## src/design/ratio_pkg.sv

```systemverilog
// Package of constants and types for the ratio and fractional-N source selection block
package ratio_pkg;

   // ----------------------------------------------------------------
   // Register map
   // ----------------------------------------------------------------
   localparam logic [7:0] ADDR_CONFIG_ONE  = 8'h03;
   localparam logic [7:0] ADDR_CONFIG_TWO  = 8'h04;
   localparam logic [7:0] ADDR_SLOT_BASE   = 8'h06;
   localparam logic [7:0] ADDR_SLOT_LAST   = 8'h15;
   localparam int         SLOT_COUNT       = 4;
   localparam int         SLOT_BYTES       = 4;

   // ----------------------------------------------------------------
   // Field positions
   // ----------------------------------------------------------------
   // device_config_one
   localparam int STATIC_SEL_LSB   = 5;     // static_ratio_select [6:5]
   localparam int SCALE_SEL_LSB    = 0;     // ratio_scale_select [2:0]
   // device_config_two
   localparam int DYNAMIC_SEL_LSB  = 1;     // dynamic_ratio_select [2:1]
   localparam int FRAC_SRC_BIT     = 0;     // fraction_source_select
   localparam int FORMAT_BIT       = 3;     // ratio_format_select

   // ----------------------------------------------------------------
   // Reset values
   // ----------------------------------------------------------------
   localparam logic [7:0]  CONFIG_ONE_RESET = 8'h00;
   localparam logic [7:0]  CONFIG_TWO_RESET = 8'h00;
   localparam logic [31:0] SLOT_RESET       = 32'h0000_0000;

   // ----------------------------------------------------------------
   // Timing
   // ----------------------------------------------------------------
   localparam int LOSS_WAIT_LOG2 = 23;      // Sync loss wait is 2^23 reference cycles

   // ----------------------------------------------------------------
   // Types
   // ----------------------------------------------------------------
   typedef enum logic {
      SRC_STATIC,
      SRC_DYNAMIC
   } frac_src_t;

endpackage : ratio_pkg

```

## src/design/ratio_scale_if.sv

```systemverilog
// Interface carrying the active ratio, scale code and scaled result
`timescale 1ns/10ps
interface ratio_scale_if;
   logic [31:0] user_ratio;
   logic [2:0]  scale_code;
   logic [31:0] effective_ratio;

   modport producer (output user_ratio, output scale_code, input effective_ratio);
   modport scaler   (input user_ratio, input scale_code, output effective_ratio);
endinterface : ratio_scale_if

```

## src/design/pll_ratio_source_select.sv

```systemverilog
// Ratio slots, ratio selection, scaling, format and fractional-N source selection
//
// Overview of operation
// - Four 32-bit unsigned fixed-point ratio slots hold wanted output/input ratios.
// - Static mode uses the slot chosen by static_ratio_select.
// - High-resolution format: 12 integer bits, 20 fraction bits.
// - Reference divider is compensated inside; software writes the plain ratio.
// - Dynamic mode uses the slot chosen by dynamic_ratio_select.
// - High-multiplication format: 20 integer bits, 12 fraction bits.
// - Format setting resets to the 20.12 interpretation.
// - 20.12 only when format bit clear and dynamic source chosen; else 12.20.
// - Automatic mode without sync clock forces 12.20 regardless of format bit.
// - Scaling works on an internal copy; stored slots never change.
// - Scale code resets to 000; codes give 1,2,4,8,1/2,1/4,1/8,1/16.
// - Effective ratio is always active ratio times scale factor.
// - Fractional-N value comes from effective ratio or digital PLL output.
// - Manual selection: pointers equal, source from fraction_source_select.
// - Automatic selection is on exactly when the two pointers differ.
// - Automatic: dynamic source with sync clock present, static when absent.
// - After sync loss wait 2^23 reference cycles before going static.
// - Automatic selection ignores fraction_source_select.
// - Mode change causes no runt period on the synthesized clock.
// - Any write affecting the fractional-N value forces the PLL unlocked.
`timescale 1ns/10ps
module pll_ratio_source_select #(
   parameter int LOSS_WAIT_CYCLES = 2 ** ratio_pkg::LOSS_WAIT_LOG2
) (
   input  wire logic        CLK_SYS,
   input  wire logic        RST,
   input  wire logic        REG_WR,
   input  wire logic        REG_RD,
   input  wire logic [7:0]  REG_ADDR,
   input  wire logic [7:0]  REG_WDATA,
   output logic      [7:0]  REG_RDATA,
   input  wire logic        SYNC_CLK_PRESENT,
   input  wire logic [31:0] DPLL_FRACTION,
   input  wire logic        SYNTH_PERIOD_END,
   output logic      [31:0] EFFECTIVE_RATIO,
   output logic      [31:0] FRACTION_VALUE,
   output logic             FRACTION_IS_DYNAMIC,
   output logic             FORMAT_HIGH_MULT,
   output logic             FORCE_UNLOCK
);

   // ----------------------------------------------------------------
   // Register state
   // ----------------------------------------------------------------
   logic [7:0]  config_one_q, config_one_d;
   logic [7:0]  config_two_q, config_two_d;
   logic [31:0] slot_q [ratio_pkg::SLOT_COUNT];
   logic [31:0] slot_d [ratio_pkg::SLOT_COUNT];
   logic [7:0]  rdata_q, rdata_d;
   logic        unlock_q, unlock_d;

   // ----------------------------------------------------------------
   // Decoded fields
   // ----------------------------------------------------------------
   // Field values and slot byte addressing
   logic [1:0] static_ratio_select;
   logic [1:0] dynamic_ratio_select;
   logic [2:0] ratio_scale_select;
   logic       fraction_source_select;
   logic       ratio_format_select;
   logic       auto_select;
   logic       slot_hit;
   logic [7:0] slot_offset;
   logic [1:0] slot_index;
   logic [1:0] byte_index;

   // Fields picked out of the two configuration registers
   assign static_ratio_select    = config_one_q[ratio_pkg::STATIC_SEL_LSB +: 2];
   assign ratio_scale_select     = config_one_q[ratio_pkg::SCALE_SEL_LSB +: 3];
   assign dynamic_ratio_select   = config_two_q[ratio_pkg::DYNAMIC_SEL_LSB +: 2];
   assign fraction_source_select = config_two_q[ratio_pkg::FRAC_SRC_BIT];
   assign ratio_format_select    = config_two_q[ratio_pkg::FORMAT_BIT];

   // Pointers that differ turn automatic selection on
   assign auto_select = (dynamic_ratio_select != static_ratio_select);

   // Slot byte addressing, most significant byte at the lowest address
   assign slot_hit    = (REG_ADDR >= ratio_pkg::ADDR_SLOT_BASE) &&
                        (REG_ADDR <= ratio_pkg::ADDR_SLOT_LAST);
   assign slot_offset = REG_ADDR - ratio_pkg::ADDR_SLOT_BASE;
   assign slot_index  = slot_offset[3:2];
   assign byte_index  = slot_offset[1:0];

   // ----------------------------------------------------------------
   // Sync clock input synchroniser
   // ----------------------------------------------------------------
   // First and second synchroniser stages
   logic sync_meta_q, sync_meta_d;
   logic sync_seen_q, sync_seen_d;

   // Two flops in a row before anything reads the sync presence
   always_comb begin
      sync_meta_d = SYNC_CLK_PRESENT;
      sync_seen_d = sync_meta_q;
   end

   // Synchroniser registers
   always_ff @(posedge CLK_SYS) begin
      if (RST) begin
         sync_meta_q <= 1'b0;
         sync_seen_q <= 1'b0;
      end else begin
         sync_meta_q <= sync_meta_d;
         sync_seen_q <= sync_seen_d;
      end
   end

   // ----------------------------------------------------------------
   // Register write and read
   // ----------------------------------------------------------------
   // Writes to any ratio-affecting field raise a one-cycle unlock pulse
   always_comb begin
      config_one_d = config_one_q;
      config_two_d = config_two_q;
      for (int i = 0; i < ratio_pkg::SLOT_COUNT; i++) begin
         slot_d[i] = slot_q[i];
      end
      rdata_d  = rdata_q;
      // Unlock pulse lasts one cycle per accepted write
      unlock_d = 1'b0;
      // Writes land in the addressed register or slot byte
      if (REG_WR) begin
         if (REG_ADDR == ratio_pkg::ADDR_CONFIG_ONE) begin
            config_one_d = REG_WDATA;
            unlock_d     = 1'b1;
         end else if (REG_ADDR == ratio_pkg::ADDR_CONFIG_TWO) begin
            config_two_d = REG_WDATA;
            unlock_d     = 1'b1;
         end else if (slot_hit) begin
            slot_d[slot_index][8 * (3 - byte_index) +: 8] = REG_WDATA;
            unlock_d = 1'b1;
         end
      end
      // Reads of unmapped addresses return zero
      if (REG_RD) begin
         if (REG_ADDR == ratio_pkg::ADDR_CONFIG_ONE) begin
            rdata_d = config_one_q;
         end else if (REG_ADDR == ratio_pkg::ADDR_CONFIG_TWO) begin
            rdata_d = config_two_q;
         end else if (slot_hit) begin
            rdata_d = slot_q[slot_index][8 * (3 - byte_index) +: 8];
         end else begin
            rdata_d = 8'h00;
         end
      end
   end

   // Configuration, slot, read data and unlock registers
   always_ff @(posedge CLK_SYS) begin
      if (RST) begin
         config_one_q <= ratio_pkg::CONFIG_ONE_RESET;
         config_two_q <= ratio_pkg::CONFIG_TWO_RESET;
         for (int i = 0; i < ratio_pkg::SLOT_COUNT; i++) begin
            slot_q[i] <= ratio_pkg::SLOT_RESET;
         end
         rdata_q  <= 8'h00;
         unlock_q <= 1'b0;
      end else begin
         config_one_q <= config_one_d;
         config_two_q <= config_two_d;
         for (int i = 0; i < ratio_pkg::SLOT_COUNT; i++) begin
            slot_q[i] <= slot_d[i];
         end
         rdata_q  <= rdata_d;
         unlock_q <= unlock_d;
      end
   end

   // ----------------------------------------------------------------
   // Sync loss timer
   // ----------------------------------------------------------------
   // Holds the dynamic choice until the sync clock has been gone long enough
   logic [ratio_pkg::LOSS_WAIT_LOG2:0] loss_count_q, loss_count_d;
   logic                               sync_held_q, sync_held_d;

   always_comb begin
      loss_count_d = loss_count_q;
      sync_held_d  = sync_held_q;
      if (sync_seen_q) begin
         loss_count_d = '0;
         sync_held_d  = 1'b1;
      end else if (sync_held_q) begin
         if (loss_count_q >= (ratio_pkg::LOSS_WAIT_LOG2 + 1)'(LOSS_WAIT_CYCLES - 1)) begin
            sync_held_d = 1'b0;
         end else begin
            loss_count_d = loss_count_q + 1'b1;
         end
      end
   end

   // Loss timer registers
   always_ff @(posedge CLK_SYS) begin
      if (RST) begin
         loss_count_q <= '0;
         sync_held_q  <= 1'b0;
      end else begin
         loss_count_q <= loss_count_d;
         sync_held_q  <= sync_held_d;
      end
   end

   // ----------------------------------------------------------------
   // Source choice and glitch-free switch
   // ----------------------------------------------------------------
   // Wanted source and the source actually applied
   ratio_pkg::frac_src_t wanted_src;
   ratio_pkg::frac_src_t src_q, src_d;

   // Automatic mode follows the held sync presence and ignores the manual bit
   always_comb begin
      if (auto_select) begin
         wanted_src = sync_held_q ? ratio_pkg::SRC_DYNAMIC
                                  : ratio_pkg::SRC_STATIC;
      end else begin
         wanted_src = fraction_source_select ? ratio_pkg::SRC_DYNAMIC
                                             : ratio_pkg::SRC_STATIC;
      end
   end

   // Source only changes at the end of a synthesized period, avoiding runts
   always_comb begin
      src_d = src_q;
      if (SYNTH_PERIOD_END) begin
         src_d = wanted_src;
      end
   end

   // Applied source register, static after reset
   always_ff @(posedge CLK_SYS) begin
      if (RST) begin
         src_q <= ratio_pkg::SRC_STATIC;
      end else begin
         src_q <= src_d;
      end
   end

   // ----------------------------------------------------------------
   // Active ratio and scaling
   // ----------------------------------------------------------------
   // Bundle between this block and the scaler
   ratio_scale_if rs ();

   // Copy of the chosen slot goes to the scaler; slots stay untouched
   assign rs.user_ratio = (src_q == ratio_pkg::SRC_DYNAMIC) ?
                          slot_q[dynamic_ratio_select] :
                          slot_q[static_ratio_select];
   assign rs.scale_code = ratio_scale_select;

   // Power-of-two scaling of the active ratio copy
   ratio_scaler u_scaler (
      .rs (rs.scaler)
   );

   // ----------------------------------------------------------------
   // Format and outputs
   // ----------------------------------------------------------------
   // Format choice and next output values
   logic        high_mult;
   logic [31:0] eff_d, frac_d;

   // 20.12 only when format bit clear and dynamic chosen; auto without sync forces 12.20
   always_comb begin
      high_mult = !ratio_format_select && (src_q == ratio_pkg::SRC_DYNAMIC);
      if (auto_select && !sync_held_q) begin
         high_mult = 1'b0;
      end
      eff_d  = rs.effective_ratio;
      frac_d = (src_q == ratio_pkg::SRC_DYNAMIC) ? DPLL_FRACTION
                                                 : rs.effective_ratio;
   end

   // Registered copies presented at the ports
   logic [31:0] eff_q, frac_q;
   logic        high_mult_q;

   // Output registers
   always_ff @(posedge CLK_SYS) begin
      if (RST) begin
         eff_q       <= 32'h0000_0000;
         frac_q      <= 32'h0000_0000;
         high_mult_q <= 1'b0;
      end else begin
         eff_q       <= eff_d;
         frac_q      <= frac_d;
         high_mult_q <= high_mult;
      end
   end

   // Top-level outputs straight from registers
   assign EFFECTIVE_RATIO     = eff_q;
   assign FRACTION_VALUE      = frac_q;
   assign FRACTION_IS_DYNAMIC = (src_q == ratio_pkg::SRC_DYNAMIC);
   assign FORMAT_HIGH_MULT    = high_mult_q;
   assign FORCE_UNLOCK        = unlock_q;
   assign REG_RDATA           = rdata_q;

endmodule // pll_ratio_source_select

```

## src/design/ratio_scaler.sv

```systemverilog
// Power-of-two ratio scaler working on a copy of the active ratio
`timescale 1ns/10ps
module ratio_scaler (
   ratio_scale_if.scaler rs
);

   // ----------------------------------------------------------------
   // Scaling
   // ----------------------------------------------------------------
   // Codes 0..3 shift left, codes 4..7 shift right by 1..4
   always_comb begin
      unique case (rs.scale_code)
         3'h0: rs.effective_ratio = rs.user_ratio;
         3'h1: rs.effective_ratio = {rs.user_ratio[30:0], 1'b0};
         3'h2: rs.effective_ratio = {rs.user_ratio[29:0], 2'b0};
         3'h3: rs.effective_ratio = {rs.user_ratio[28:0], 3'b0};
         3'h4: rs.effective_ratio = {1'b0, rs.user_ratio[31:1]};
         3'h5: rs.effective_ratio = {2'b0, rs.user_ratio[31:2]};
         3'h6: rs.effective_ratio = {3'b0, rs.user_ratio[31:3]};
         3'h7: rs.effective_ratio = {4'b0, rs.user_ratio[31:4]};
      endcase
   end

endmodule // ratio_scaler

```

## config.mk

```make
export PLATFORM = sky130hd
export DESIGN_NAME = pll_ratio_source_select
export DESIGN_NICKNAME = d
export VERILOG_FILES = /design/src/design/ratio_pkg.sv /design/src/design/ratio_scale_if.sv /design/src/design/pll_ratio_source_select.sv /design/src/design/ratio_scaler.sv
export SDC_FILE = /design/constraint.sdc
export NUM_CORES = 1
export LEC_CHECK = 0
export BUFFER_PORTS_ARGS = -buffer_cell sky130_fd_sc_hd__buf_2
export CAP_MARGIN = 20
export CORE_UTILIZATION = 60
export CTS_BUF_LIST = sky130_fd_sc_hd__clkbuf_8
export DETAILED_ROUTE_END_ITERATION = 10
export PLACE_DENSITY = 0.78
export SLEW_MARGIN = 0
export SYNTH_ARGS = -nofsm -noshare
export SYNTH_HDL_FRONTEND = slang
export SYNTH_SLANG_ARGS = --single-unit
```

## constraint.sdc

```tcl
create_clock -name CLK_SYS -period 6.2 [get_ports CLK_SYS]
set_input_delay 1.24 -clock CLK_SYS [delete_from_list [all_inputs] [get_ports CLK_SYS]]
set_output_delay 1.24 -clock CLK_SYS [all_outputs]
set_load 0.02 [all_outputs]
```

==> flow_summary_export.csv, run 1 <==
group,metric,value,unit
outcome,outcome,"finished, final reports clean",
min_path,min_path_cells,1,
synthesis,yosysTopAreaCell,"dfxtp_1",
global_route,grt_util_all_layers,37.6,%
worst_setup_path,crit_cells,9,
synthesis,avgSynthCellArea,9.34,µm²
worst_setup_path,crit_slowest_cell,"nor4_4",
clock_network,clk_pin_slew_worst_paths,0.06,ns
global_route,gr-total-overflow,0,
die,core,24200,µm²
power,p_sw,0.884,mW
synthesis,synthXorXnorAreaFrac,1.07,%
die,rows,57,
detailed_routing,routed_wl,48200,µm
power,seqPwrFrac,48.8,%
worst_setup_path,path_buf_inv,2,
power,p_sw_share,26.4,%
synthesis,synth.top_cells.by_area,"dfxtp_1 (34%), mux2i_1 (17%), nand2b_1 (5.7%)",
clock_network,cts_tree,"done",
finish,fin_nets,1738,
sta,setup_viol,0,
finish,fin_cells,2029,
min_path,min_path_type,"flip-flop to flip-flop",
global_route,antenna_found_initial,0,
sta,fmax,233,MHz
synthesis,synth_top_area_share,33.9,%
power,combPwrFrac,9.4,%
worst_setup_path,critPathRequiredTime,6.66,ns
global_route,grt_max_degree,139,
global_route,grt_pass1_vias,13000,
sta,slew_headroom,25.2,%
worst_setup_path,worstReg2RegEnd,"FRACTION_VALUE[6]",
detailed_routing,ant_nets,0,
sta,finalHoldViolCount,0,
power,leakage,6.80,nW
clock_network,cts_setup_buffers,0,
clock_network,cts_hold_buffers,0,
placement,port_buffers,128,
worst_setup_path,cp-start-kind,"input pin",
sta,worst_pin_slew,1.12,ns
min_path,min_to,"sync_seen_q",
placement,gp_congestion,1.00,
synthesis,synth_compound_gate_area_share,15.2,%
sta,finalSetupTns,0,ns
detailed_routing,wl_per_cell,23.7,µm
die,die-width,159,µm
min_path,hp-start,"sync_meta_q",
power,p_clk_share,41.9,%
worst_setup_path,critPathCaptureType,"flip-flop",
sta,fin_skew,0.0236,ns
synthesis,synth_top_family_by_area,"multiplexers",
worst_setup_path,r2r_cells,7,
synthesis,syn_area,14800,µm²
die,num_io_pins,129,
finish,fin_util,67.1,%
die,die-area,25300,µm²
clock_network,cts_resized,0,
synthesis,synth.area.mux_share,24.6,%
run,drv_cap,0,
power,p_int,2.46,mW
detailed_routing,num_vias,13500,
worst_setup_path,crit_family,"simple AND/OR/NAND/NOR gates",
clock_network,cts.path.max_buffers,3,
die,start_util,61.0,%
synthesis,ys_types,85,
placement,dp_cells,1955,
sta,grt_setup_unrepaired,"false",
worst_setup_path,cp_max_fo,17,
synthesis,synthSimpleGateAreaFrac,20.2,%
synthesis,synthCells,1583,
detailed_routing,dr.pass1.iters,6,
clock_network,root_buffer,"clkbuf_8",
global_route,grt_pass1_wl,74800,µm
clock_network,cts_buffers,43,
worst_setup_path,crit_type,"input pin to flip-flop",
power,powerDensity,205,nW/µm²
finish,postLayoutCellArea,16300,µm²
sta,fin_crit_sh,69.1,%
synthesis,synth_seq_cells,250,
worst_setup_path,worst_path_largest_cell_delay,0.70,ns
power,ir_drop,0.176,mV
detailed_routing,initialDrtViolationCount,1402,
clock_network,h-tree-depth,2,
placement,placed_cell_area,15500,µm²
synthesis,syn_nets,1644,
synthesis,ys_warn_count,0,
die,die_h,159,µm
sta,slew_viol_final,0,
synthesis,synth_edf_count,0,
synthesis,synthFlopType,"dfxtp_1",
worst_setup_path,cp_cell_sequence,"buf_2, clkinv_1, ha_1, and2_1, nand3_1, nand3_4, nor4_4, nand2_4, mux2i_1",
synthesis,synthArstFlopShare,0,%
finish,antenna_cells,0,
finish,syn_to_final_growth,10.1,%
detailed_routing,drc,0,
detailed_routing,drt-vias-per-instance,6.66,
placement,dp_hpwl,33600,µm
clock_network,insertion_delay,0.55,ns
worst_setup_path,worstPathArrival,4.75,ns
worst_setup_path,reg2reg_slack,2.57,ns
synthesis,synthAdderAreaFrac,0.592,%
finish,post_route_cells_drive_above_1_share,17.6,%
sta,fin_crit,4.29,ns
clock_network,clkSinkCount,250,
synthesis,ys_seq_area_share,33.9,%
## cell usage after synthesis (9+ instances only)
| cell type | n |
|---|---|
| dfxtp_1 | 250 |
| mux2i_1 | 246 |
| nand2_1 | 141 |
| nand2b_1 | 134 |
| nor2_1 | 94 |
| a21oi_1 | 72 |
| clkbuf_1 | 69 |
| nand3_1 | 50 |
| o22ai_1 | 48 |
| a22oi_1 | 41 |
| o21ai_0 | 40 |
| nor3_1 | 31 |
| mux4_2 | 26 |
| a211oi_1 | 24 |
| mux4_1 | 18 |
| buf_2 | 17 |
| nand4_1 | 14 |
| nand2_4 | 13 |
| nor3b_1 | 12 |
| o221ai_1 | 12 |
| or3_1 | 12 |
| inv_1 | 11 |
| o211ai_1 | 11 |
| xnor2_1 | 11 |
| a31oi_1 | 10 |
| buf_6 | 9 |
| nor2b_1 | 9 |
| o31ai_1 | 9 |
## worst max path at each step
stage,from,end,slack [ns]
finish,REG_ADDR[1],slot_q[0][4],1.91
global route,REG_ADDR[1],slot_q[0][4],1.84
CTS,REG_ADDR[1],slot_q[0][4],2.01
detailed placement,REG_ADDR[1],slot_q[0][4],1.45
global placement,REG_ADDR[1],slot_q[0][29],1.63
floorplan,REG_ADDR[1],slot_q[0][0],2.51
## cell usage in the layout (no fill, tap or decap), types with 6 or more instances in the layout
master | netlist | final
dfxtp_1 | 250 | 247
mux2i_1 | 246 | 246
nand2_1 | 141 | 141
nand2b_1 | 134 | 134
buf_2 | 17 | 127
nor2_1 | 94 | 94
a21oi_1 | 72 | 72
nand3_1 | 50 | 50
clkbuf_8 | 0 | 50
o22ai_1 | 48 | 48
a22oi_1 | 41 | 41
o21ai_0 | 40 | 40
nor3_1 | 31 | 31
buf_4 | 5 | 29
mux4_2 | 26 | 26
a211oi_1 | 24 | 24
inv_1 | 11 | 22
mux4_1 | 18 | 18
nand4_1 | 14 | 14
nand2_4 | 13 | 13
or3_1 | 12 | 12
o221ai_1 | 12 | 12
nor3b_1 | 12 | 12
o211ai_1 | 11 | 11
xnor2_1 | 11 | 11
a31oi_1 | 10 | 10
nor2b_1 | 9 | 9
o31ai_1 | 9 | 9
clkinv_2 | 0 | 9
and2_1 | 7 | 7
mux2_2 | 7 | 7
a311oi_1 | 7 | 7
ha_1 | 7 | 7
nor4_1 | 6 | 6
and3_1 | 6 | 6
## layer usage
metal  global-route usage (%)  wire length (µm)  up-vias  part of all wire (%)
li1                         -                 -     6099                     -
met1                     49.2             19300     6396                    40
met2                     58.8             21600      863                    45
met3                     6.75              4610      165                   9.6
met4                     21.3              2750        0                   5.7
met5                        0                 0        -                     0
## worst reg2reg max path, delay by kind of cell (launching register included)
family / cells / cell delay (ns)
AO/OA/AOI/OAI: 4 / 1.34
flip-flops: 1 / 0.94
buffers and inverters: 1 / 0.54
multiplexers: 1 / 0.39
AND/OR/NAND/NOR: 1 / 0.27
## cells by family (layout without fill, tap and decap cells)
family          count (synthesis)  count (layout)
xor+xnor                       16              16
compound gates                329             329
simple gates                  560             560
buf+inv                       121             243
flops                         250             250
fa+ha+maj                       7               7
mux                           300             300
## state kept, by name, summed over array words and instances (netlist names), named ones only
register             flops
EFFECTIVE_RATIO         32
sync_held_q              1
sync_seen_q              1
sync_meta_q              1
FRACTION_IS_DYNAMIC      1
REG_RDATA                8
FORMAT_HIGH_MULT         1
config_two_q             8
config_one_q             8
FRACTION_VALUE          32
FORCE_UNLOCK             1
slot_q                 128
loss_count_q            24
## final cells by class
cell class,instances,area [µm²]
fill,1992,7970
inverter,13,48.8
timing repair buffer,157,873
clock inverter,23,109
multi-input combinational,1212,9140
sequential,250,5010
clock buffer,50,688
tap,324,405
## stage by stage
stage	total power [mW]	hold slack [ns]	setup slack, ns
6_report	3.34	0.456	1.91
3_5_place_dp	1.97	0.438	1.45
4_1_cts	3.35	0.458	2.01
2_1_floorplan	1.87	0.414	2.51
3_3_place_gp	1.97	0.441	1.63
5_1_grt	3.45	0.474	1.84
## power by group through the flow
stage / clock network, mW / registers [mW] / logic, mW
3_5_place_dp: 0 / 1.67 / 0.302
5_1_grt: 1.49 / 1.63 / 0.327
2_1_floorplan: 0 / 1.69 / 0.182
6_report: 1.40 / 1.63 / 0.313
4_1_cts: 1.42 / 1.63 / 0.304
3_3_place_gp: 0 / 1.67 / 0.300
Note: power is estimated with default switching activity, not from simulation.
==> run 2: changes to the inputs <==
Settings changed: CORE_UTILIZATION 60 to 56, PLACE_DENSITY 0.78 to 0.77.
Clock period 6.2 ns to 3.75 ns, I/O delays scaled along.
==> flow_summary_export.csv, run 2 (same netlist as run 1, synthesis figures left out) <==
group,metric,value,unit
power,p_total,5.62,mW
placement,dp_hpwl,35200,µm
sta,slew_headroom,35.3,%
global_route,grt_util_all_layers,36.0,%
worst_setup_path,critPathRequiredTime,4.16,ns
power,combPwrFrac,9.5,%
clock_network,cts_tree,"done",
detailed_routing,wl_per_cell,23.6,µm
detailed_routing,initialDrtViolationCount,1532,
clock_network,cts_resized,0,
sta,fmax,319,MHz
clock_network,cts_hold_buffers,0,
sta,fin_skew,0.0218,ns
finish,top_register,"slot_q",
global_route,grt_pass1_vias,13100,
finish,nFillCells,2224,
global_route,grt_max_degree,62,
min_path,min_path_type,"input pin to flip-flop",
sta,worst_pin_slew,0.969,ns
clock_network,cts.path.max_buffers,3,
finish,postLayoutCellArea,16500,µm²
sta,slew_viol_final,0,
finish,multiInputGateArea,9140,µm²
die,die-area,27100,µm²
sta,setup_slack,0.615,ns
global_route,gr-total-overflow,0,
sta,finalHoldViolCount,0,
power,p_sw_share,26.0,%
run,drv_cap,0,
die,start_util,56.9,%
finish,fin_nets,1761,
global_route,grt_pass1_wl,74800,µm
min_path,min_path_cells,2,
global_route,antenna_found_initial,1,
placement,gp_congestion,0.976,
clock_network,clkSinkCount,250,
power,p_clk_share,42.5,%
clock_network,clk_pin_slew_worst_paths,0.07,ns
power,powerDensity,340,nW/µm²
finish,seq_area,5010,µm²
detailed_routing,ant_nets,0,
die,die-width,164,µm
worst_setup_path,r2r_cells,7,
sta,fin_crit_sh,83.6,%
die,die_h,164,µm
finish,post_route_cells_drive_above_1_share,18.5,%
detailed_routing,drc,0,
detailed_routing,dr.pass1.iters,6,
power,p_sw,1.46,mW
clock_network,cts_buffers,42,
die,num_io_pins,129,
finish,largest_register_ffs,128,
sta,setup_viol,0,
power,ir_drop,0.281,mV
detailed_routing,drt-vias-per-instance,6.63,
finish,fin_util,63.5,%
clock_network,cts_setup_buffers,0,
outcome,outcome,"finished, final reports clean",
power,seqPwrFrac,48.1,%
clock_network,root_buffer,"clkbuf_8",
die,core,26000,µm²
clock_network,insertion_delay,0.55,ns
clock_network,h-tree-depth,2,
power,leakage,6.94,nW
worst_setup_path,cp_max_fo,12,
detailed_routing,num_vias,13700,
finish,layout_common_cells,"dfxtp_1 (247), mux2i_1 (246), nand2_1 (141)",
placement,port_buffers,128,
sta,finalSetupTns,0,ns
placement,dpl_worst_slack,0.351,ns
sta,grt_setup_unrepaired,"false",
worst_setup_path,worstPathArrival,3.54,ns
sta,fin_crit,3.13,ns
finish,syn_to_final_growth,11.6,%
worst_setup_path,cp-start-kind,"flip-flop",
detailed_routing,routed_wl,48800,µm
power,p_int,4.16,mW
finish,layout_commonest_cell,"dfxtp_1",
placement,placed_cell_area,15700,µm²
worst_setup_path,critPathCaptureType,"flip-flop",
worst_setup_path,crit_type,"flip-flop to flip-flop",
die,rows,59,
run 2: cell types whose count changed in the layout (fill, tap and decap cells not counted), sizes merged:
| cell | delta |
|---|---|
| clkbuf | +1 |
| clkinv | -5 |
| diode | +1 |
| buf | +24 |
| clkinvlp | -2 |
| inv | +4 |
| bufinv | +1 |
run 2: path summary, 6_finish.rpt:
kind,from,to,slack [ns]
setup / recovery,FRACTION_IS_DYNAMIC,FRACTION_VALUE[6],0.62
hold / removal,SYNTH_PERIOD_END,FRACTION_IS_DYNAMIC,0.39
setup reg to reg,FRACTION_IS_DYNAMIC,FRACTION_VALUE[6],0.62
hold reg to reg,sync_seen_q,sync_held_q,0.45
run 2: metal layers:
layer	wire length [µm]	GRT usage, %	up-vias	part of all wire, %
li1	-	-	6149	-
met2	21700	56.4	822	45
met1	19800	46.8	6521	41
met5	0	0	-	0
met4	2890	21.1	0	5.9
met3	4360	5.65	187	8.9
run 2: stage by stage:
step	std cells	hold WS, ns
after floorplan	1583	0.414
after global placement	1991	0.434
after detailed placement	1991	0.439
after CTS	2063	0.373
after global routing	2063	0.385
final	2064	0.388
run 2: worst max-delay path: stages (launching register included):
cell	delay, ns
dfxtp_1	0.59
and2_1	0.68
buf_4	0.29
a22oi_1	0.15
nand2_1	0.28
o22ai_1	0.13
a2111oi_0	0.67
o32ai_1	0.19
run 2: power groups by stage:
stage	clock network, mW	logic (mW)	registers (mW)
finish	2.38	0.532	2.70
global route	2.54	0.559	2.70
global placement	0	0.515	2.76
CTS	2.41	0.519	2.70
floorplan	0	0.301	2.79
detailed placement	0	0.517	2.76
run 2: area by class of cell:
cell class,count,share of cell area (%)
multi-input combinational,1212,55.4
sequential,250,30.4
timing repair buffer,181,6.46
clock buffer,51,4.25
tap,335,2.54
clock inverter,21,0.690
inverter,13,0.296
antenna,1,0.0152
==> run 3: changes to the inputs <==
Settings changed: CORE_UTILIZATION 56 to 60, PLACE_DENSITY 0.77 to 0.78.
Clock period 3.75 ns to 3.14 ns, I/O delays scaled along.
==> flow_summary_export.csv, run 3 (same netlist as run 1, synthesis figures left out) <==
group,metric,value,unit
sta,worst_pin_slew,0.995,ns
sta,finalSetupTns,0,ns
worst_setup_path,reg2reg_slack,0.22,ns
clock_network,cts_setup_buffers,0,
global_route,grt_pass1_vias,13400,
power,leakage,7.11,nW
detailed_routing,wl_per_cell,23.9,µm
die,core,24200,µm²
placement,dp_hpwl,36200,µm
global_route,gr-total-overflow,0,
finish,fin_nets,1792,
sta,grt_setup_unrepaired,"false",
sta,fmax,342,MHz
power,ir_drop,0.363,mV
clock_network,h-tree-depth,2,
die,rows,57,
die,start_util,61.0,%
power,p_total,6.78,mW
detailed_routing,ant_nets,0,
clock_network,clkSinkCount,250,
finish,largest_register_ffs,128,
sta,fin_crit_sh,93.1,%
worst_setup_path,critPathCaptureType,"flip-flop",
detailed_routing,initialDrtViolationCount,1422,
finish,seq_area,5010,µm²
finish,post_route_cells_drive_above_1_share,20.0,%
worst_setup_path,path_buf_inv,2,
sta,setup_viol,0,
detailed_routing,num_vias,13900,
die,die_h,159,µm
finish,layout_common_cells,"dfxtp_1 (247), mux2i_1 (246), nand2_1 (141)",
sta,slew_headroom,33.7,%
die,num_io_pins,129,
run,drv_cap,0,
clock_network,cts_hold_buffers,0,
sta,fin_crit,2.92,ns
global_route,antenna_found_initial,2,
worst_setup_path,critPathRequiredTime,3.56,ns
finish,syn_to_final_growth,13.6,%
global_route,grt_util_all_layers,39.1,%
worst_setup_path,crit_slowest_cell,"a211oi_1",
clock_network,insertion_delay,0.57,ns
finish,nFillCells,1940,
detailed_routing,routed_wl,49800,µm
worst_setup_path,crit_type,"flip-flop to flip-flop",
finish,top_register,"slot_q",
finish,layout_commonest_cell,"dfxtp_1",
sta,fin_skew,0.0198,ns
min_path,min_path_type,"input pin to flip-flop",
sta,slew_viol_final,0,
global_route,grt_pass1_wl,77800,µm
worst_setup_path,crit_family,"compound AO/OA/AOI/OAI gates",
clock_network,cts_resized,0,
finish,multiInputGateArea,9140,µm²
clock_network,root_buffer,"clkbuf_8",
worst_setup_path,worstPathArrival,3.34,ns
worst_setup_path,cp_cell_sequence,"buf_12, nor2_2, buf_4, a22oi_1, nand2_1, o221ai_1, a211oi_1, o32ai_1",
clock_network,cts_buffers,42,
die,die-area,25300,µm²
clock_network,cts.path.max_buffers,3,
sta,fin_hold_ws,0.257,ns
detailed_routing,dr.pass1.iters,7,
sta,finalHoldViolCount,0,
detailed_routing,drc,0,
power,powerDensity,404,nW/µm²
detailed_routing,drt-vias-per-instance,6.67,
global_route,grt_max_degree,59,
die,die-width,159,µm
worst_setup_path,cp_max_fo,27,
worst_setup_path,worst_path_largest_cell_delay,0.51,ns
worst_setup_path,cp-start-kind,"flip-flop",
clock_network,clk_pin_slew_worst_paths,0.06,ns
placement,gp_congestion,0.986,
clock_network,cts_tree,"done",
placement,port_buffers,128,
outcome,outcome,"finished, final reports clean",
[run 3: changes by cell type in the layout (fill, tap and decap cells not counted), sizes merged]
cell      delta
buf         +31
clkbuf       -2
clkinv       +2
bufinv       +1
clkinvlp     +1
inv          -1
[run 3: worst paths after layout]
check / from / end / cells past startpoint
max: FRACTION_IS_DYNAMIC / FRACTION_VALUE[10] / 8
max reg2reg: FRACTION_IS_DYNAMIC / FRACTION_VALUE[10] / 8
min reg2reg: sync_seen_q / sync_held_q / 2
min: SYNTH_PERIOD_END / FRACTION_IS_DYNAMIC / 2
[run 3: layout make-up]
| type | count | area share [%] |
|---|---|---|
| Sequential cell | 250 | 29.8 |
| Multi-Input combinational cell | 1212 | 54.4 |
| Inverter | 13 | 0.291 |
| Clock inverter | 24 | 0.969 |
| Tap cell | 324 | 2.41 |
| Antenna cell | 1 | 0.0149 |
| Timing Repair Buffer | 212 | 8.03 |
| Clock buffer | 49 | 4.02 |
[run 3: per-layer routing]
layer	share of wire (%)	wire length (µm)	global-route usage [%]	vias up
li1	-	-	-	6211
met3	9.4	4700	7.71	175
met5	0	0	0	-
met1	40	19900	50.4	6685
met2	46	22700	62.0	826
met4	5.1	2550	21.2	0
[run 3: where the power goes]
group | internal, mW | switching [mW]
combinational | 0.225 | 0.422
sequential | 3.21 | 0.0161
clock | 1.59 | 1.32
total | 5.02 | 1.76
[run 3: through the flow]
stage | cells | util (%) | instance area, µm² | setup WS (ns)
after floorplan | 1583 | - | 14800 | 0.0652
after global placement | 2011 | 65.8 | 15900 | 0.151
after detailed placement | 2011 | 65.8 | 15900 | 0.150
after CTS | 2084 | 69.2 | 16800 | 0.174
after global routing | 2084 | 69.2 | 16800 | 0.0854
final | 2085 | 69.2 | 16800 | 0.215
